## src/core/srtc_pkg.sv

```systemverilog
// Shared constants for the sweep ramp trigger control block
`default_nettype none
package srtc_pkg;
	// ------------------------------------------------------------
	// Host write addresses
	// ------------------------------------------------------------
	localparam logic [15:0] ADDR_CTRL0 = 16'h2014;
	localparam logic [15:0] ADDR_CTRL1 = 16'h2015;
	localparam logic [15:0] ADDR_CTRL2 = 16'h2016;
	localparam logic [15:0] ADDR_RATE_HI = 16'h2017;

	// ------------------------------------------------------------
	// Latch 0 field positions
	// ------------------------------------------------------------
	localparam int C0_ABORT_N = 0;
	localparam int C0_CLAMP_DIS_N = 1;
	localparam int C0_EXT_SWEEP_N = 2;
	localparam int C0_TRIG_SEL0 = 3;
	localparam int C0_TRIG_SEL1 = 4;
	localparam int C0_EXT_SWEEP_SEL_N = 7;

	// ------------------------------------------------------------
	// Latch 1 field positions
	// ------------------------------------------------------------
	localparam int C1_STOP_SWEEP_N = 0;
	localparam int C1_STOP_FWD_N = 1;
	localparam int C1_SINGLE_TRIG_N = 2;
	localparam int C1_REMOTE_TRIG_N = 3;

	// ------------------------------------------------------------
	// Latch 2 field positions
	// ------------------------------------------------------------
	localparam int C2_RATE_LO = 0;
	localparam int C2_MANUAL = 2;
	localparam int C2_RANGE_LONG = 3;
	localparam int C2_RANGE_SHORT = 4;

	// ------------------------------------------------------------
	// Reset values
	// ------------------------------------------------------------
	localparam logic [7:0] RST_CTRL0 = 8'h87;
	localparam logic [7:0] RST_CTRL1 = 8'h0F;
	localparam logic [7:0] RST_CTRL2 = 8'h10;
	localparam logic [7:0] RST_RATE_HI = 8'h00;

	// ------------------------------------------------------------
	// Trigger mode codes (defaults)
	// ------------------------------------------------------------
	localparam logic [1:0] MODE_INT_DEF = 2'h0;
	localparam logic [1:0] MODE_LINE_DEF = 2'h1;
	localparam logic [1:0] MODE_EXT_DEF = 2'h2;
	localparam logic [1:0] MODE_SGL_DEF = 2'h3;

	// ------------------------------------------------------------
	// Timing
	// ------------------------------------------------------------
	localparam int CLK_MHZ = 125;
	localparam int TRIG_PULSE_US = 40;
	localparam int TRIG_PULSE_CYCLES = TRIG_PULSE_US * CLK_MHZ;
	localparam int RATE_W = 10;

	typedef enum logic {
		TMR_IDLE = 1'b0,
		TMR_PULSE = 1'b1
	} srtc_tmr_t;
endpackage
`default_nettype wire

```

## src/core/srtc_core.sv

```systemverilog
// Sweep ramp trigger control: host latches, ramp switching and trigger sequencing
`default_nettype none
module srtc_core #(
	parameter logic [1:0] MODE_INT = srtc_pkg::MODE_INT_DEF,
	parameter logic [1:0] MODE_LINE = srtc_pkg::MODE_LINE_DEF,
	parameter logic [1:0] MODE_EXT = srtc_pkg::MODE_EXT_DEF,
	parameter logic [1:0] MODE_SGL = srtc_pkg::MODE_SGL_DEF,
	parameter int PULSE_CYCLES = srtc_pkg::TRIG_PULSE_CYCLES
) (
	input wire logic clk,
	input wire logic rst_n,
	input wire logic hostWrEn,
	input wire logic [15:0] hostAddr,
	input wire logic [7:0] hostWrData,
	input wire logic highLimitN,
	input wire logic lowLimit,
	input wire logic lineTrigN,
	input wire logic extTrigN,
	output logic [srtc_pkg::RATE_W-1:0] rateCode,
	output logic refBoostOn,
	output logic capLargeSel,
	output logic capSmallSel,
	output logic rampOutSel,
	output logic manualFeedbackSel,
	output logic manualOutSel,
	output logic retraceEnable,
	output logic stopHold,
	output logic sweepPhaseFlag,
	output logic clampRefRaise,
	output logic sweepOutInternal,
	output logic sweepOutPanel,
	output logic [1:0] trigMode
);
	import srtc_pkg::*;

	// ------------------------------------------------------------
	// Host control latches
	// ------------------------------------------------------------
	logic [7:0] ctrl0_ff;
	logic [7:0] ctrl1_ff;
	logic [7:0] ctrl2_ff;
	logic [7:0] rateHi_ff;

	function automatic logic hit(input logic [15:0] a, input logic [15:0] target);
		hit = hostWrEn && (a == target);
	endfunction

	// Addresses outside the four are dropped silently
	// Write-only; nothing here is readable
	// address decode
	always_ff @(posedge clk or negedge rst_n) begin
		if (!rst_n) begin
			ctrl0_ff <= RST_CTRL0;
		end else if (hit(hostAddr, ADDR_CTRL0)) begin
			ctrl0_ff <= hostWrData;
		end
	end

	always_ff @(posedge clk or negedge rst_n) begin
		if (!rst_n) begin
			ctrl1_ff <= RST_CTRL1;
		end else if (hit(hostAddr, ADDR_CTRL1)) begin
			ctrl1_ff <= hostWrData;
		end
	end

	always_ff @(posedge clk or negedge rst_n) begin
		if (!rst_n) begin
			ctrl2_ff <= RST_CTRL2;
		end else if (hit(hostAddr, ADDR_CTRL2)) begin
			ctrl2_ff <= hostWrData;
		end
	end

	always_ff @(posedge clk or negedge rst_n) begin
		if (!rst_n) begin
			rateHi_ff <= RST_RATE_HI;
		end else if (hit(hostAddr, ADDR_RATE_HI)) begin
			rateHi_ff <= hostWrData;
		end
	end

	// ------------------------------------------------------------
	// Field extraction
	// ------------------------------------------------------------
	logic abortN;
	logic clampDisableN;
	logic externalSweepN;
	logic externalSweepSelN;
	logic trigSelBit0;
	logic trigSelBit1;
	logic stopSweepReqN;
	logic stopForwardReqN;
	logic singleTrigN;
	logic remoteTrigN;
	logic manual;
	logic rangeLong;
	logic rangeShort;

	assign abortN = ctrl0_ff[C0_ABORT_N];
	assign clampDisableN = ctrl0_ff[C0_CLAMP_DIS_N];
	assign externalSweepN = ctrl0_ff[C0_EXT_SWEEP_N];
	assign externalSweepSelN = ctrl0_ff[C0_EXT_SWEEP_SEL_N];
	assign trigSelBit0 = ctrl0_ff[C0_TRIG_SEL0];
	assign trigSelBit1 = ctrl0_ff[C0_TRIG_SEL1];
	assign stopSweepReqN = ctrl1_ff[C1_STOP_SWEEP_N];
	assign stopForwardReqN = ctrl1_ff[C1_STOP_FWD_N];
	assign singleTrigN = ctrl1_ff[C1_SINGLE_TRIG_N];
	assign remoteTrigN = ctrl1_ff[C1_REMOTE_TRIG_N];
	assign manual = ctrl2_ff[C2_MANUAL];
	assign rangeLong = ctrl2_ff[C2_RANGE_LONG];
	assign rangeShort = ctrl2_ff[C2_RANGE_SHORT];

	// ------------------------------------------------------------
	// Input synchronisers
	// ------------------------------------------------------------
	logic [3:0] syncA_ff;
	logic [3:0] syncB_ff;
	logic highLimitActive;
	logic lowLimitActive;
	logic lineTrigSyncN;
	logic extTrigSyncN;

	// Two cycles of lag; with the latch and retrace registers the ramp overshoots each limit by four cycles
	// two-stage synchronisers
	always_ff @(posedge clk or negedge rst_n) begin
		if (!rst_n) begin
			syncA_ff <= 4'hD;
			syncB_ff <= 4'hD;
		end else begin
			syncA_ff <= {extTrigN, lineTrigN, lowLimit, highLimitN};
			syncB_ff <= syncA_ff;
		end
	end

	// Comparator at high limit drives low
	assign highLimitActive = ~syncB_ff[0];
	assign lowLimitActive = syncB_ff[1];
	assign lineTrigSyncN = syncB_ff[2];
	assign extTrigSyncN = syncB_ff[3];

	// ------------------------------------------------------------
	// Trigger source selection
	// ------------------------------------------------------------
	logic [1:0] modeSel;
	logic isInternal;
	logic timerTrigN;
	logic trigPulse;

	assign modeSel = {trigSelBit1, trigSelBit0};
	assign isInternal = (modeSel == MODE_INT);

	// Latch bits are already clocked here, so they skip the synchronisers
	// Single and remote share one mode code; either key fires it
	always_comb begin
		timerTrigN = 1'b1;
		case (modeSel)
			MODE_INT: timerTrigN = 1'b1;
			MODE_LINE: timerTrigN = lineTrigSyncN;
			MODE_EXT: timerTrigN = extTrigSyncN;
			MODE_SGL: timerTrigN = singleTrigN & remoteTrigN;
			default: timerTrigN = 1'b1;
		endcase
	end

	// Edge, not level: a line held low fires one pulse only
	// 40 us pulse on low trigger
	srtc_pulse_timer #(
		.PULSE_CYCLES(PULSE_CYCLES)
	) uTimer (
		.clk(clk),
		.rst_n(rst_n),
		.trigIn_n(timerTrigN),
		.pulse(trigPulse)
	);

	// ------------------------------------------------------------
	// Trigger latches
	// ------------------------------------------------------------
	logic internalTriggerLatch_ff;
	logic externalTriggerLatch_ff;
	logic nxt_internalTriggerLatch;
	logic nxt_externalTriggerLatch;
	logic extSet;
	logic extReset;

	// Set has priority, as a stuck high limit must force retrace
	always_comb begin
		nxt_internalTriggerLatch = internalTriggerLatch_ff;
		if (lowLimitActive) begin
			nxt_internalTriggerLatch = 1'b0;
		end
		if (highLimitActive) begin
			nxt_internalTriggerLatch = 1'b1;
		end
	end

	assign extSet = highLimitActive | ~abortN;
	assign extReset = trigPulse & lowLimitActive;

	always_comb begin
		nxt_externalTriggerLatch = externalTriggerLatch_ff;
		if (extReset) begin
			nxt_externalTriggerLatch = 1'b0;
		end
		if (extSet) begin
			nxt_externalTriggerLatch = 1'b1;
		end
	end

	// Registers stand in for the set/reset latches of the analog side
	// flag follows ramp limits
	always_ff @(posedge clk or negedge rst_n) begin
		if (!rst_n) begin
			internalTriggerLatch_ff <= 1'b0;
			externalTriggerLatch_ff <= 1'b0;
		end else begin
			internalTriggerLatch_ff <= nxt_internalTriggerLatch;
			externalTriggerLatch_ff <= nxt_externalTriggerLatch;
		end
	end

	// ------------------------------------------------------------
	// Phase flag and retrace
	// ------------------------------------------------------------
	logic phaseNow;
	logic stopActive;
	logic nxt_retrace;

	assign phaseNow = isInternal ? internalTriggerLatch_ff : externalTriggerLatch_ff;

	// Stop sweep also cuts retrace; stop forward leaves it running
	// either stop request holds
	assign stopActive = ~manual & (~stopSweepReqN | ~stopForwardReqN);

	assign nxt_retrace = (~externalSweepN | phaseNow) & ~(~stopSweepReqN & ~manual);

	always_ff @(posedge clk or negedge rst_n) begin
		if (!rst_n) begin
			sweepPhaseFlag <= 1'b0;
			retraceEnable <= 1'b0;
			stopHold <= 1'b0;
		end else begin
			sweepPhaseFlag <= phaseNow;
			retraceEnable <= nxt_retrace;
			stopHold <= stopActive;
		end
	end

	// ------------------------------------------------------------
	// Rate code and range switching
	// ------------------------------------------------------------
	// Halves land separately, so a two-write update shows a mixed code
	// 10-bit rate code
	always_ff @(posedge clk or negedge rst_n) begin
		if (!rst_n) begin
			rateCode <= '0;
		end else begin
			rateCode <= {rateHi_ff, ctrl2_ff[C2_RATE_LO +: 2]};
		end
	end

	// Manual wins over both ranges so a capacitor never fights the resistors
	always_ff @(posedge clk or negedge rst_n) begin
		if (!rst_n) begin
			refBoostOn <= 1'b0;
			capLargeSel <= 1'b0;
			capSmallSel <= 1'b0;
			rampOutSel <= 1'b0;
			manualFeedbackSel <= 1'b0;
			manualOutSel <= 1'b0;
		end else begin
			refBoostOn <= ~manual & rangeLong;
			capLargeSel <= ~manual & rangeLong;
			capSmallSel <= ~manual & rangeShort & ~rangeLong;
			rampOutSel <= ~manual & (rangeShort | rangeLong);
			manualFeedbackSel <= manual;
			manualOutSel <= manual;
		end
	end

	// ------------------------------------------------------------
	// Clamp and output routing
	// ------------------------------------------------------------
	always_ff @(posedge clk or negedge rst_n) begin
		if (!rst_n) begin
			clampRefRaise <= 1'b0;
			sweepOutInternal <= 1'b1;
			sweepOutPanel <= 1'b0;
			trigMode <= MODE_INT_DEF;
		end else begin
			clampRefRaise <= ~clampDisableN;
			sweepOutInternal <= externalSweepSelN;
			sweepOutPanel <= ~externalSweepSelN;
			trigMode <= modeSel;
		end
	end
endmodule
`default_nettype wire

```

## src/core/srtc_pulse_timer.sv

```systemverilog
// One-shot trigger pulse timer for the sweep trigger path
`default_nettype none
module srtc_pulse_timer #(
	parameter int PULSE_CYCLES = srtc_pkg::TRIG_PULSE_CYCLES
) (
	input wire logic clk,
	input wire logic rst_n,
	input wire logic trigIn_n,
	output logic pulse
);
	import srtc_pkg::*;

	srtc_tmr_t state_ff;
	logic [15:0] count_ff;
	logic trigPrev_ff;
	logic fall;

	assign fall = trigPrev_ff & ~trigIn_n;
	assign pulse = (state_ff == TMR_PULSE);

	always_ff @(posedge clk or negedge rst_n) begin
		if (!rst_n) begin
			trigPrev_ff <= 1'b1;
		end else begin
			trigPrev_ff <= trigIn_n;
		end
	end

	// ------------------------------------------------------------
	// Pulse sequencing
	// ------------------------------------------------------------
	// Not retriggerable: a new edge inside the pulse is ignored
	always_ff @(posedge clk or negedge rst_n) begin
		if (!rst_n) begin
			state_ff <= TMR_IDLE;
			count_ff <= 16'h0000;
		end else begin
			case (state_ff)
				TMR_IDLE: begin
					if (fall) begin
						state_ff <= TMR_PULSE;
						count_ff <= 16'(PULSE_CYCLES - 1);
					end
				end
				TMR_PULSE: begin
					if (count_ff == 16'h0000) begin
						state_ff <= TMR_IDLE;
					end else begin
						count_ff <= count_ff - 16'h0001;
					end
				end
				default: begin
					state_ff <= TMR_IDLE;
				end
			endcase
		end
	end
endmodule
`default_nettype wire

```

## config.mk

```make
export PLATFORM = sky130hd
export DESIGN_NAME = srtc_core
export DESIGN_NICKNAME = d
export VERILOG_FILES = /design/src/core/srtc_pkg.sv /design/src/core/srtc_core.sv /design/src/core/srtc_pulse_timer.sv
export SDC_FILE = /design/constraint.sdc
export NUM_CORES = 1
export LEC_CHECK = 0
export BUFFER_PORTS_ARGS = -buffer_cell sky130_fd_sc_hd__clkbuf_2
export CORE_AREA = 2 2 85 87
export DETAILED_ROUTE_END_ITERATION = 6
export DIE_AREA = 0 0 87 89
export PLACE_DENSITY = 0.62
export SYNTH_ARGS = -nofsm -noshare
export SYNTH_HDL_FRONTEND = slang
export SYNTH_HIERARCHICAL = 1
export SYNTH_SLANG_ARGS = --single-unit
```

## constraint.sdc

```tcl
create_clock -name clk -period 2.1 [get_ports clk]
set_clock_uncertainty 0.05 [all_clocks]
set_input_delay 0.42 -clock clk [delete_from_list [all_inputs] [get_ports clk]]
set_output_delay 0.42 -clock clk [all_outputs]
set_load 0.02 [all_outputs]
```

======== Word level (Yosys, flattened, before mapping) ========
Index checks and enable logic that the tools add are counted.
storage, ports and cells
  bits in latches ......................... 0
  memory bits (read-only) ................. 0
  memories ................................ 0
  output and inout port bits .............. 24
  memory bits (writable) .................. 0
  input port bits ......................... 31
  logic and storage cells ................. 80
  register bits after elaboration ......... 75
operators by class
  equality and inequality tests ........... 10
  add/sub/neg operators ................... 1
  $lt $le $gt $ge ......................... 0
  bitwise logic cells ..................... 26
  shift operators ......................... 0
  divide/modulo/power cells ............... 0
  mux-type cells .......................... 12
  $mul .................................... 0
  reductions and logical operators ........ 8
operators by type and width
  operator               number
  $eq 16x14->1 const B   4
  $mux 16                2
  $pmux 16 s2            1
  $logic_not 16->1       1
  $sub 16x1->16 const B  1
  $not 1->1              12
  $and 1x1->1            10
  $mux 1                 7
  $eq 2x2->1 const B     2
  $logic_and 1x1->1      4
  $ne 2x1->1 const B     2
  $or 1x1->1             4
  $pmux 1 s4             1
  $eq 2x1->1 const B     1
  $logic_not 2->1        1
  $ne 2x2->1 const B     1
  $pmux 1 s2             1
  $reduce_and 2->1       1
  $reduce_bool 2->1      1

======== Depth between registers and ports, before layout ========
Gate-level depths: netlist (run 1).
  depth after elaboration ................. 6
  mapped depth ............................ 7
  mapped depth without buffers ............ 6

======== Hierarchy ========
Netlist (run 1), hierarchy kept.
modules (own cells, without submodules)
  module            cells an instance  times used  area each (um^2)  seq. area each (um^2)
  srtc_core         111                1           1,906.8           1,396.3
  srtc_pulse_timer  111                1           1,078.5           451.7

======== Worst setup path before layout (run 1) ========
No wires, ideal clock.
  path kind ............................... input to register
  start point ............................. input port hostAddr[8]
  end point ............................... register ctrl0_ff[3]
  data arrival time ....................... 1,660 ps
  stages on the path ...................... 5
  data required time ...................... 1,925 ps
  setup slack ............................. 265 ps
  setup time .............................. 125 ps
  buffers on the path ..................... 1
  cells stage by stage .................... nor4_2 nand4_2 or3_1 buf_4 mux2_4
between the ends
  word-level cells in the longest chain between the ends .. 2
RTL lines
  what                  RTL line         text
  from (decl)           srtc_core.sv:13  input wire logic [15:0] hostAddr,
  $eq 16x14->1          srtc_core.sv:45  hit = hostWrEn && (a == target);
  $logic_and 1x1->1     srtc_core.sv:45
  to (signal assigned)  srtc_core.sv:55  ctrl0_ff <= hostWrData;
  to (decl)             srtc_core.sv:39  logic [7:0] ctrl0_ff;
Every way passes these cells.
A chain may end at the register's enable or synchronous reset.

======== Worst setup path in the final report (run 1) ========
  start point ............................. register uTimer.count_ff[0]
  end point ............................... register uTimer.count_ff[11]
between the ends
  word-level cells in the longest chain between the ends .. 3
  elaborated cells between the ends (all ways) .. 6
  classes of those cells .................. 1 x add/sub; 1 x eq/ne; 2 x mux; 2 x reduce/logical
RTL lines
  what                                               RTL line                                        text
  from (decl)                                        srtc_pulse_timer.sv:14                          logic [15:0] count_ff;
  from (signal assigned)                             srtc_pulse_timer.sv:42                          count_ff <= 16'(PULSE_CYCLES - 1);
  from (signal assigned)                             srtc_pulse_timer.sv:49                          count_ff <= count_ff - 16'h0001;
  $sub 16x1->16 or $logic_not 16->1 (tied branches)  srtc_pulse_timer.sv:49, srtc_pulse_timer.sv:46
  $mux 16 or $ne 2x2->1 (tied branches)              n/a
  $pmux 16 s2 or $reduce_and 2->1 (tied branches)    n/a
Several ways; a longest one is shown, not always the timed one. The select of a mux whose other input is x is not followed.

==> summary.md, run 1 <==
| Metric | Value |
|---|---|
| DP HPWL | `3970 µm` |
| Fill cell count | `588` |
| Total power draw | `3.01 mW` |
| Clock Latency Late Sink | `0.34 ns` |
| Met2 WL | `2680 µm` |
| Syn_area_per_cell | `13.4 µm²` |
| Cell variety after synth | `51` |
| Seq/Total Area, Yosys | `61.9%` |
| Synthesized area | `2990 µm²` |
| Die Wd | `87 µm` |
| Critical Path Fanout Max | `4` |
| Die H | `89 µm` |
| RSZ-0062 raised after global routing | `true` |
| Fraction of layout cells with a size suffix above 1 | `48.0%` |
| PD cells | `825 nW/µm²` |
| Reg2reg setup slack | `0.11 ns` |
| Htree depth | `3` |
| Top-area cell type share of the netlist area | `46.9%` |
| Final setup TNS | `0 ns` |
| Leakage | `1.77 nW` |
| Footprint of the multi-input gates | `1080 µm²` |
| Synth area leader | `dfrtp_1` |
| Worst Setup End Kind | `flop` |
| Die ar. | `7740 µm²` |
| Slew Limit Fails | `0` |
| Antenna diode instance count | `0` |
| WP data required | `2.26 ns` |
| Clock-pin slew on the worst setup and hold paths | `0.08 ns` |
| Ranking of synthesized cells by area | `dfrtp_1 47%, dfstp_2 15%, mux2_2 6.8%` |
| DRC violations left | `0` |
| Buffers on Ports | `54` |
| Nets | `324` |
| DR iter-0 viols | `108` |
| Syn Inst Count | `222` |
| Reg2Reg Launch Point | `uTimer/count_ff[0]$_DFFE_PN0P_` |
| Synth top cells by count | `56 x dfrtp_1, 18 x mux2_2, 17 x dfstp_2, 11 x nand2_1, 10 x nor2_1` |
| Top layer in use | `met4` |
| Worst R2R End | `uTimer/count_ff[11]$_DFFE_PN0P_` |
| Final Critical Period | `1.99 ns` |
| Final hold vios | `0` |
| Max-cap violations | `0` |
| WP data arrival | `2.15 ns` |
| Tcrit/Tclk final | `94.7%` |
| Outcome | `finished, final reports clean` |
| Syn nets | `254` |
| Worst vdd ir | `0.000471 V` |
| Vias in the first global route | `1938` |
| First-pass GRT wire length | `9590 µm` |
| Row count | `30` |
| GRT Total Usage | `16.3%` |
| Startpoint types | `flop` |
| Sink Count | `73` |
| Gr ovfl total | `0` |
| Number of enable flip-flop cells after synthesis | `0` |
| Synth warn | `6` |
| DR WL/cell | `15.1 µm` |
| Initial antenna violation count | `0` |
| Routability cong. | `0.793` |
| Placed insts | `360` |
| CTS Root Buffer Type | `clkbuf_8` |
| Sequential cell area | `1850 µm²` |
| Routed Antenna Nets | `0` |
| Final WL | `5690 µm` |
| Vias per cell | `5.17` |
| Ys flop type | `dfrtp_1` |
| Finished Layout Cells | `376` |
| CTS Buf Count | `9` |
| Largest net degree at the start of global routing | `27` |
| Total core area | `6720 µm²` |
| Wl on met1 | `2750 µm` |
| Synth async-reset ratio | `100%` |
| Hold crit path type | `input pin to asynchronous set/reset pin` |
| CTS tree | `done` |
| I/O Pins | `55` |
| WS Path Type | `flop to flop` |
| Initial Util | `44.4%` |
| Final Setup Violations | `0` |
| Clock Tree Buf Depth | `2` |
| R2R cell count | `6` |
| Met3 WL post-DR | `204 µm` |
| Total number of vias | `1945` |
| Worst slew pin tran | `0.612 ns` |
| FF+latch count, synth | `73` |
| DR pass1 iterations | `4` |
| Worst slew margin | `59.2%` |
| Peak Freq | `0.503 GHz` |
| Count leader, synth | `dfrtp_1` |
| Layout Area Growth over Synthesis | `22.0%` |
worst max-delay path, stage by stage (launching register included):
cell and delay [ns]:
dfrtp_1 0.41, inv_1 0.09, ha_1 0.19, or4b_1 0.50
nor4_2 0.34, nor4_1 0.14, mux2i_1 0.15
cells in the final DEF, fill, tap and decap left out, types with 3 or more instances in the layout:
cell type  synthesis  layout
dfrtp_1           56      56
nand2_1           11      11
clkbuf_2           0      53
mux2_2            18      18
o21ai_0            7       7
a211oi_1           3       3
mux2i_1            7       7
nor2_1            10       9
clkbuf_8           0      11
and2_1             3       3
a21oi_1            8       8
inv_1              8       8
nor3b_1            3       3
dfstp_2           17      17
nor4_2             2       3
or3_1              3       3
buf_4              5      10
nand3_1            4       4
mux2_4             6       6
nand2b_1           6       6
power breakdown:
group | internal, mW | switching (mW) | total [mW]
clock network | 0.609 | 0.489 | 1.10
logic | 0.186 | 0.222 | 0.408
registers | 1.46 | 0.0450 | 1.50
total | 2.25 | 0.756 | 3.01
area by class of cell:
class | instances | share of cell area [%]
clock buffer | 13 | 4.36
clock inverter | 2 | 1.03
inverter | 8 | 0.824
multi-input combinational | 134 | 29.7
sequential | 73 | 50.7
tap | 80 | 2.75
timing repair buffer | 66 | 10.6
repair_timing:
item                       in CTS  in global routing
hold buffers                    0                  0
setup endpoints to repair       0                  4
buffers inserted                0                  1
gates resized for setup         0                  4
registers in the layout, indices dropped and copies added (netlist names), 2 cells and up:
signal           cells
ctrl0_ff             6
uTimer/count_ff     16
syncA_ff             4
trigMode             2
rateCode            10
ctrl1_ff             4
rateHi_ff            8
syncB_ff             4
ctrl2_ff             5
worst max path at each step:
stage                                      end                            from  slack, ns  depth (start not counted)
6_report       uTimer/count_ff[11]$_DFFE_PN0P_  uTimer/count_ff[0]$_DFFE_PN0P_       0.11                          6
5_1_grt        uTimer/count_ff[15]$_DFFE_PN0P_         ctrl0_ff[4]$_DFFE_PN0P_      -0.06                          6
4_1_cts        uTimer/count_ff[15]$_DFFE_PN0P_         ctrl0_ff[4]$_DFFE_PN0P_       0.08                          6
3_5_place_dp           ctrl0_ff[4]$_DFFE_PN0P_                     hostAddr[8]      -0.01                          5
3_3_place_gp           ctrl0_ff[3]$_DFFE_PN0P_                     hostAddr[8]       0.05                          5
2_1_floorplan          ctrl0_ff[3]$_DFFE_PN0P_                     hostAddr[8]       0.27                          5
kinds of logic after synthesis:
family,Yosys count,synth area share [%]
AO/OA/AOI/OAI,31,6.83
adder cells (fa/ha/maj),1,0.419
multiplexers,31,12.2
buffers and inverters,15,2.51
flip-flops,73,61.9
AND/OR/NAND/NOR,71,16.2
layer usage:
layer  GRT usage (%)  vias to the layer above
li1                -                      934
met1            22.3                      972
met2            24.8                       34
met3            3.97                        5
met4            7.39                        0
met5               0                        -
through the flow:
stage | setup slack (ns) | hold WS (ns) | instance area [µm²] | utilization (%)
after floorplan | 0.265 | 0.0744 | 2990 | -
after global placement | 0.0466 | 0.288 | 3420 | 50.9
after detailed placement | -0.0112 | 0.287 | 3420 | 50.9
after CTS | 0.0752 | 0.0405 | 3610 | 53.8
after global routing | -0.0558 | 0.0731 | 3640 | 54.2
final | 0.111 | 0.0441 | 3640 | 54.2
No activity file was read; power rests on OpenSTA's default activity.
==> run 2: changes to the inputs <==
--- a/config.mk
+++ b/config.mk
@@ -5,10 +5,11 @@
 export SDC_FILE = /design/constraint.sdc
 export NUM_CORES = 1
 export LEC_CHECK = 0
+export ABC_AREA = 1
 export BUFFER_PORTS_ARGS = -buffer_cell sky130_fd_sc_hd__clkbuf_2
-export CORE_AREA = 2 2 85 87
+export CORE_AREA = 2 2 88 90
 export DETAILED_ROUTE_END_ITERATION = 6
-export DIE_AREA = 0 0 87 89
+export DIE_AREA = 0 0 90 92
 export PLACE_DENSITY = 0.62
 export SYNTH_ARGS = -nofsm -noshare
 export SYNTH_HDL_FRONTEND = slang
==> run 2 against run 1 <==
Net effect:
- setup slack improved by 0.24 ns
- utilization decreased by 3.0 points
- global-route usage about the same
- wire length increased by 9.5%
- cell count increased by 39%
- total power increased by 0.72%
- sequential cell count unchanged
- sequential power decreased by 3%
- clock power increased by 8%
- largest power group unchanged
- highest routed layer unchanged
==> summary.md, run 2 <==
| Metric | Value |
|---|---|
| Seq/Total Area, Yosys | `57.5% (-4.4 points)` |
| Delay-heaviest family, CP | `simple AND/OR/NAND/NOR gates` |
| Post CTS Setup Buffer Count | `0 (unchanged)` |
| Peak Freq | `0.572 GHz (+14%)` |
| Finished Layout Cells | `521 (+39%)` |
| Vias in the first global route | `2400 (+24%)` |
| R2R cell count | `9 (+3)` |
| Hold-fix buffers at CTS | `1 (+1)` |
| Antenna diode instance count | `0 (unchanged)` |
| Vias per cell | `4.77 (-7.8%)` |
| Worst vdd ir | `0.000675 V (+43%)` |
| Final Setup Violations | `0 (unchanged)` |
| GRT Total Usage | `16.3% (about the same)` |
| Die Wd | `90 µm (+3.4%)` |
| Commonest cells after routing, fill and taps aside | `117 x nand2_1, 56 x dfrtp_1, 53 x clkbuf_2` |
| Synth warn | `6 (unchanged)` |
| First-pass GRT wire length | `10900 µm (+13%)` |
| DRC violations left | `0 (unchanged)` |
| Die H | `92 µm (+3.4%)` |
| Top-area cell type share of the netlist area | `43.6% (-3.3 points)` |
| Cell variety after synth | `28 (-45%)` |
| Die ar. | `8280 µm² (+6.9%)` |
| Hold depth | `1` |
| Final Critical Period | `1.75 ns (-0.240 ns)` |
| Critical path buffer and inverter count | `2 (+1)` |
| Final hold vios | `0 (unchanged)` |
| Tcrit/Tclk final | `83.3% (-11 points)` |
| WP data required | `2.29 ns (+0.03 ns)` |
| Synth area leader | `dfrtp_1` |
| Initial antenna violation count | `0 (unchanged)` |
| Most flop-heavy register | `uTimer/count_ff` |
| Slew Limit Fails | `0 (unchanged)` |
| WS Path Type | `flop to flop` |
| Initial Util | `43.2% (-1.3 points)` |
| Count leader, synth | `nand2_1` |
| CTS Root Buffer Type | `clkbuf_8` |
| Most common cell after layout, fill and taps aside | `nand2_1` |
| Fin util | `51.2% (-3.0 points)` |
| Fraction of layout cells with a size suffix above 1 | `27.2% (-21 points)` |
| CTS resizes | `0 (unchanged)` |
| Nets | `446 (+38%)` |
| Critical Path, Cell by Cell | `inv_1 -> ha_1 -> nand3_4 -> nor2_4 -> nand3_2 -> nand2_4 -> inv_2 -> nand2_1 -> nand2_1` |
| Sequential cell area | `1850 µm² (unchanged)` |
| Clock-pin slew on the worst setup and hold paths | `0.08 ns (about the same)` |
| Total core area | `7450 µm² (+11%)` |
| Footprint of the multi-input gates | `1140 µm² (+5.5%)` |
| Startpoint types | `flop` |
| Buffers on Ports | `54 (unchanged)` |
| Syn Inst Count | `353 (+59%)` |
| Ranking of synthesized cells by area | `dfrtp_1 44%, dfstp_2 14%, nand2_1 14%` |
| Hold_sp | `highLimitN` |
| WP data arrival | `1.93 ns (-0.22 ns)` |
| Final WL | `6230 µm (+9.5%)` |
| Slowest cell on the critical path | `dfrtp_1` |
| Top cell by count, worst path | `nand2_1` |
| Sink of the worst hold path | `syncA_ff[0]$_DFF_PN1_` |
| Routed Antenna Nets | `0 (unchanged)` |
| Fill cell count | `731 (+24%)` |
| DR iter-0 viols | `108 (unchanged)` |
| Max-cap violations | `0 (unchanged)` |
| Clock Tree Buf Depth | `2 (unchanged)` |
| CP peak stage delay | `0.40 ns (-0.10 ns)` |
| Top flop regs | `uTimer/count_ff (16), rateCode (10), rateHi_ff (8)` |
| Placed insts | `504 (+40%)` |
| Ys flop type | `dfrtp_1` |
| FF+latch count, synth | `73 (unchanged)` |
| DP HPWL | `4590 µm (+15%)` |
| DR WL/cell | `12.0 µm (-21%)` |
| Synth async-reset ratio | `100% (unchanged)` |
| Routability cong. | `0.815 (+2.7%)` |
| Largest net degree at the start of global routing | `34 (+26%)` |
| Number of flip-flops in the largest register | `16 (unchanged)` |
| RSZ-0062 raised after global routing | `false` |
| Row count | `32 (+6.7%)` |
| Worst slew margin | `67.5% (+8.3 points)` |
| CTS tree | `done` |
| CTS Buf Count | `9 (unchanged)` |
| Reg2reg setup slack | `0.35 ns (+0.24 ns)` |
| Leakage | `2.02 nW (+14%)` |
| I/O Pins | `55 (unchanged)` |
| Worst R2R End | `uTimer/count_ff[5]$_DFFE_PN0P_` |
| PD cells | `794 nW/µm² (-3.7%)` |
| Total number of vias | `2485 (+28%)` |
| Worst slew pin tran | `0.487 ns (-0.125 ns)` |
| Htree depth | `3 (unchanged)` |
| Syn nets | `385 (+52%)` |
| Critical Path Fanout Max | `23 (+19)` |
| Gr ovfl total | `0 (unchanged)` |
| Synthesized area | `3210 µm² (+7.7%)` |
| DR pass1 iterations | `4 (unchanged)` |
| Final setup TNS | `0 ns (unchanged)` |
| Sink Count | `73 (unchanged)` |
| Clock Latency Late Sink | `0.34 ns (about the same)` |
| Hold crit path type | `input pin to flop` |
| Outcome | `finished, final reports clean` |
| Syn_area_per_cell | `9.11 µm² (-32%)` |
| Synth top cells by count | `117 x nand2_1, 56 x dfrtp_1, 32 x inv_1, 29 x nor2_1, 24 x nand4_1` |
| Layout Area Growth over Synthesis | `18.6%` |
| Number of enable flip-flop cells after synthesis | `0 (unchanged)` |
| Reg2Reg Launch Point | `uTimer/count_ff[0]$_DFFE_PN0P_` |
| Worst Setup End Kind | `flop` |
-- run 2: cell types whose count changed in the layout (fill, tap and decap cells not counted), moves of 5 or more --
cell	previous run	this run
nand2_1	11	117
mux2i_1	7	0
o21ai_0	7	12
nor2_1	9	29
nand3_1	4	22
nand2b_1	6	0
nand4_1	2	24
inv_1	8	32
mux2_2	18	0
mux2_4	6	0
nand3_2	0	5
a21oi_1	8	2
-- run 2: cell type report --
type	instances	share of cell area, %
clock buffers	10	3.35
clock inverters	6	2.43
inverters	34	3.35
multi-input cells	234	30.0
flip-flops and latches	73	48.5
well taps	102	3.35
repair buffers	62	9.06
-- run 2: power breakdown --
part / leakage (nW) / total (mW) / internal (mW) / switching (mW)
logic: 0.987 / 0.379 / 0.138 / 0.241
clock network: 0.103 / 1.19 / 0.673 / 0.517
registers: 0.926 / 1.46 / 1.44 / 0.0227
-- run 2: worst register-to-register path, stage by stage, from the launching register on --
cell	delay, ns
dfrtp_1	0.40
inv_1	0.08
ha_1	0.23
nand3_4	0.13
nor2_4	0.13
nand3_2	0.10
nand2_4	0.21
inv_2	0.17
nand2_1	0.10
nand2_1	0.05
-- run 2: stage by stage --
step	instance area (µm²)	setup slack, ns	power, mW	hold WS (ns)
6_report	3810	0.351	3.03	0.104
2_1_floorplan	3210	0.609	1.74	0.0744
3_3_place_gp	3580	0.446	1.86	0.284
5_1_grt	3810	0.127	3.18	0.0781
3_5_place_dp	3580	0.362	1.86	0.285
4_1_cts	3810	0.351	3.06	0.0889
-- run 2: worst max-delay path by stage --
| stage | startpoint | end | slack, ns | cells after the start |
|---|---|---|---|---|
| finish | uTimer/count_ff[0]$_DFFE_PN0P_ | uTimer/count_ff[5]$_DFFE_PN0P_ | 0.35 | 9 |
| global route | ctrl0_ff[4]$_DFFE_PN0P_ | uTimer/count_ff[0]$_DFFE_PN0P_ | 0.13 | 8 |
| CTS | uTimer/count_ff[0]$_DFFE_PN0P_ | uTimer/count_ff[5]$_DFFE_PN0P_ | 0.35 | 9 |
| global placement | ctrl0_ff[4]$_DFFE_PN0P_ | uTimer/count_ff[5]$_DFFE_PN0P_ | 0.45 | 8 |
| floorplan | uTimer/count_ff[0]$_DFFE_PN0P_ | uTimer/count_ff[5]$_DFFE_PN0P_ | 0.61 | 10 |
| detailed placement | uTimer/count_ff[0]$_DFFE_PN0P_ | uTimer/count_ff[5]$_DFFE_PN0P_ | 0.36 | 9 |
-- run 2: cells by family after synthesis --
| kind of cell | Yosys count | share of synthesized area [%] |
|---|---|---|
| buffers and inverters | 46 | 6.97 |
| and+or+nand+nor | 215 | 31.9 |
| AOI/OAI and AO/OA | 15 | 2.41 |
| adders and majority gates | 1 | 0.389 |
| xor gates and xnor gates | 3 | 0.818 |
| DFF | 73 | 57.5 |
-- run 2: metal layers --
layer / track usage, % / vias to the layer above / part of all wire (%)
li1: - / 1249 / -
met1: 22.3 / 1161 / 47
met2: 25.3 / 69 / 47
met3: 4.35 / 6 / 5.4
met4: 5.64 / 0 / 1.2
met5: 0 / - / 0
==> run 3: changes to the inputs <==
--- a/config.mk
+++ b/config.mk
@@ -10,7 +10,7 @@
 export CORE_AREA = 2 2 88 90
 export DETAILED_ROUTE_END_ITERATION = 6
 export DIE_AREA = 0 0 90 92
-export PLACE_DENSITY = 0.62
+export PLACE_DENSITY = 0.64
 export SYNTH_ARGS = -nofsm -noshare
 export SYNTH_HDL_FRONTEND = slang
 export SYNTH_HIERARCHICAL = 1
==> constraint.sdc (replaced) <==
create_clock -name clk -period 1.6 [get_ports clk]
set_clock_uncertainty 0.05 [all_clocks]
set_input_delay 0.32 -clock clk [delete_from_list [all_inputs] [get_ports clk]]
set_output_delay 0.32 -clock clk [all_outputs]
set_load 0.02 [all_outputs]
==> run 3 against run 2 <==
Net effect:
- hold slack got worse by 0.072 ns
- via count decreased by 1.4%
- sequential share of layout area shrank 1.7 points
- register-to-register slack got worse by 0.22 ns
- critical path depth fell by 1
- highest routed layer unchanged
- fmax up 19%
- first-iteration DRC count rose by 19%
- critical path type unchanged
- total power grew 33%
- combinational power up 40%
==> summary.md, run 3 (synthesis gave the netlist of run 2 again) <==
| Metric | Value |
|---|---|
| Outcome | `finished, final reports clean` |
| Worst slew margin | `78.2% (+11 points)` |
| Sink of the worst hold path | `syncA_ff[1]$_DFF_PN0_` |
| Fill cell count | `691 (-5.5%)` |
| Layout Area Growth over Synthesis | `22.9%` |
| Startpoint types | `flop` |
| Total core area | `7450 µm² (unchanged)` |
| Hold_sp | `lowLimit` |
| CTS tree | `done` |
| Clock Latency Late Sink | `0.34 ns (about the same)` |
| Most flop-heavy register | `uTimer/count_ff` |
| Initial antenna violation count | `0 (unchanged)` |
| Hold depth | `1 (unchanged)` |
| Worst slew pin tran | `0.328 ns (-0.160 ns)` |
| Vias in the first global route | `2363 (-1.5%)` |
| Final Critical Period | `1.47 ns (-0.278 ns)` |
| Final hold vios | `0 (unchanged)` |
| DR pass1 iterations | `4 (unchanged)` |
| Initial Util | `43.2% (unchanged)` |
| Internal power | `2.98 mW (+33%)` |
| DP HPWL | `4390 µm (-4.2%)` |
| Post-DP Area | `3680 µm² (+2.7%)` |
| CTS Root Buffer Type | `clkbuf_8` |
| Final Setup Violations | `0 (unchanged)` |
| Post-route cell area | `3950 µm² (+3.7%)` |
| Max-cap violations | `0 (unchanged)` |
| Clock-pin slew on the worst setup and hold paths | `0.08 ns (about the same)` |
| Fraction of layout cells with a size suffix above 1 | `29.8% (+2.6 points)` |
| Row count | `32 (unchanged)` |
| Peak Freq | `0.680 GHz (+19%)` |
| Footprint of the multi-input gates | `1150 µm² (+1.1%)` |
| Tcrit/Tclk final | `91.9% (+8.7 points)` |
| Critical Path Fanout Max | `15 (-35%)` |
| Die ar. | `8280 µm² (unchanged)` |
| Final hold slack | `0.0321 ns (-0.0721 ns)` |
| Fin util | `53.1% (+1.9 points)` |
| Vias per cell | `4.58 (-4.0%)` |
| Most common cell after layout, fill and taps aside | `nand2_1` |
| I/O Pins | `55 (unchanged)` |
| Number of flip-flops in the largest register | `16 (unchanged)` |
| Comb power frac | `13.3% (+0.8 points)` |
| Sink Count | `73 (unchanged)` |
| Post CTS Setup Buffer Count | `0 (unchanged)` |
| Leakage | `2.09 nW (+3.8%)` |
| Clock power share | `39.1% (-0.2 points)` |
| Routed Antenna Nets | `0 (unchanged)` |
| Total number of vias | `2450 (-1.4%)` |
| Antenna diode instance count | `0 (unchanged)` |
| Clock Tree Buf Depth | `2 (unchanged)` |
| Worst Setup End Kind | `flop` |
| DR WL/cell | `11.4 µm (-5.0%)` |
| RSZ-0062 raised after global routing | `true` |
| Die Wd | `90 µm (unchanged)` |
| Sequential cell area | `1850 µm² (unchanged)` |
| Sequential power share | `47.7% (-0.5 points)` |
| R2R cell count | `8 (-1)` |
| Final setup TNS | `0 ns (unchanged)` |
| Reg2reg setup slack | `0.13 ns (-0.22 ns)` |
| Gr ovfl total | `0 (unchanged)` |
| Largest net degree at the start of global routing | `45 (+32%)` |
| CTS Buf Count | `9 (unchanged)` |
| Top flop regs | `uTimer/count_ff (16), rateCode (10), rateHi_ff (8)` |
| Worst vdd ir | `0.000497 V (-26%)` |
| Reg2Reg Launch Point | `uTimer/count_ff[14]$_DFFE_PN0P_` |
| Nets | `460 (+3.1%)` |
| DR iter-0 viols | `128 (+19%)` |
| WP data required | `1.82 ns (-0.47 ns)` |
| Buffers on Ports | `54 (unchanged)` |
| GRT Total Usage | `16.0% (-0.32 points)` |
| DRC violations left | `0 (unchanged)` |
| Final WL | `6080 µm (-2.5%)` |
| Die H | `92 µm (unchanged)` |
| WP data arrival | `1.69 ns (-0.24 ns)` |
| Htree depth | `3 (unchanged)` |
| PD cells | `1020 nW/µm² (+28%)` |
| Routability cong. | `0.857 (+5.2%)` |
| Slew Limit Fails | `0 (unchanged)` |
| Hold crit path type | `input pin to flop` |
| First-pass GRT wire length | `10600 µm (-2.3%)` |
| Worst R2R End | `uTimer/count_ff[15]$_DFFE_PN0P_` |
| WS Path Type | `flop to flop` |
| Net Switching | `1.03 mW (+32%)` |
| Commonest cells after routing, fill and taps aside | `117 x nand2_1, 56 x dfrtp_1, 53 x clkbuf_2` |
| Sw frac | `25.7% (-0.051 points)` |
run 3: worst max-delay path by stage:
stage          cells past startpoint                            start                               to  slack, ns
2_1_floorplan                     10   uTimer/count_ff[0]$_DFFE_PN0P_   uTimer/count_ff[5]$_DFFE_PN0P_       0.11
5_1_grt                            9          ctrl0_ff[4]$_DFFE_PN0P_  uTimer/count_ff[15]$_DFFE_PN0P_      -0.01
4_1_cts                            9   uTimer/count_ff[0]$_DFFE_PN0P_  uTimer/count_ff[10]$_DFFE_PN0P_       0.06
3_3_place_gp                       9          ctrl0_ff[4]$_DFFE_PN0P_  uTimer/count_ff[10]$_DFFE_PN0P_       0.12
6_report                           8  uTimer/count_ff[14]$_DFFE_PN0P_  uTimer/count_ff[15]$_DFFE_PN0P_       0.13
3_5_place_dp                       9   uTimer/count_ff[0]$_DFFE_PN0P_  uTimer/count_ff[10]$_DFFE_PN0P_       0.05
run 3: per-layer routing:
layer	track usage, %	wire length (µm)
met2	25.2	2780
met4	5.38	88
met5	0	0
met3	4.44	301
met1	21.5	2910
run 3: timing repair:
action	4_1_cts	5_1_grt
hold buffers	4	0
resized for setup	0	10
endpoints found under the hold margin	14	0
endpoints found under the setup margin	0	16
run 3: cell type report:
cell class	count	area share [%]
Clock inverter	6	2.34
Tap cell	102	3.23
Timing Repair Buffer	76	11.9
Inverter	34	3.29
Multi-Input combinational cell	234	29.2
Sequential cell	73	46.8
Clock buffer	10	3.23
run 3: through the flow:
stage | setup slack (ns) | cells | total power, mW
final | 0.129 | 535 | 4.01
after global routing | -0.0107 | 535 | 4.25
after CTS | 0.0576 | 535 | 4.05
after detailed placement | 0.0523 | 515 | 2.46
after global placement | 0.116 | 515 | 2.45
after floorplan | 0.109 | 353 | 2.29
run 3: worst max-delay path: stages, from the launching register on:
cell and delay (ns):
dfrtp_1 0.41, nor2_1 0.19, nand3_1 0.10, nor2_1 0.16
nand3_2 0.11, nand2_4 0.11, buf_12 0.14, nand2_1 0.05
o21ai_1 0.08
run 3: power groups by stage:
stage	clock network [mW]	registers, mW	logic, mW
floorplan	0	1.94	0.343
global placement	0	1.95	0.499
detailed placement	0	1.95	0.511
CTS	1.62	1.91	0.521
global route	1.72	1.92	0.612
finish	1.57	1.91	0.532
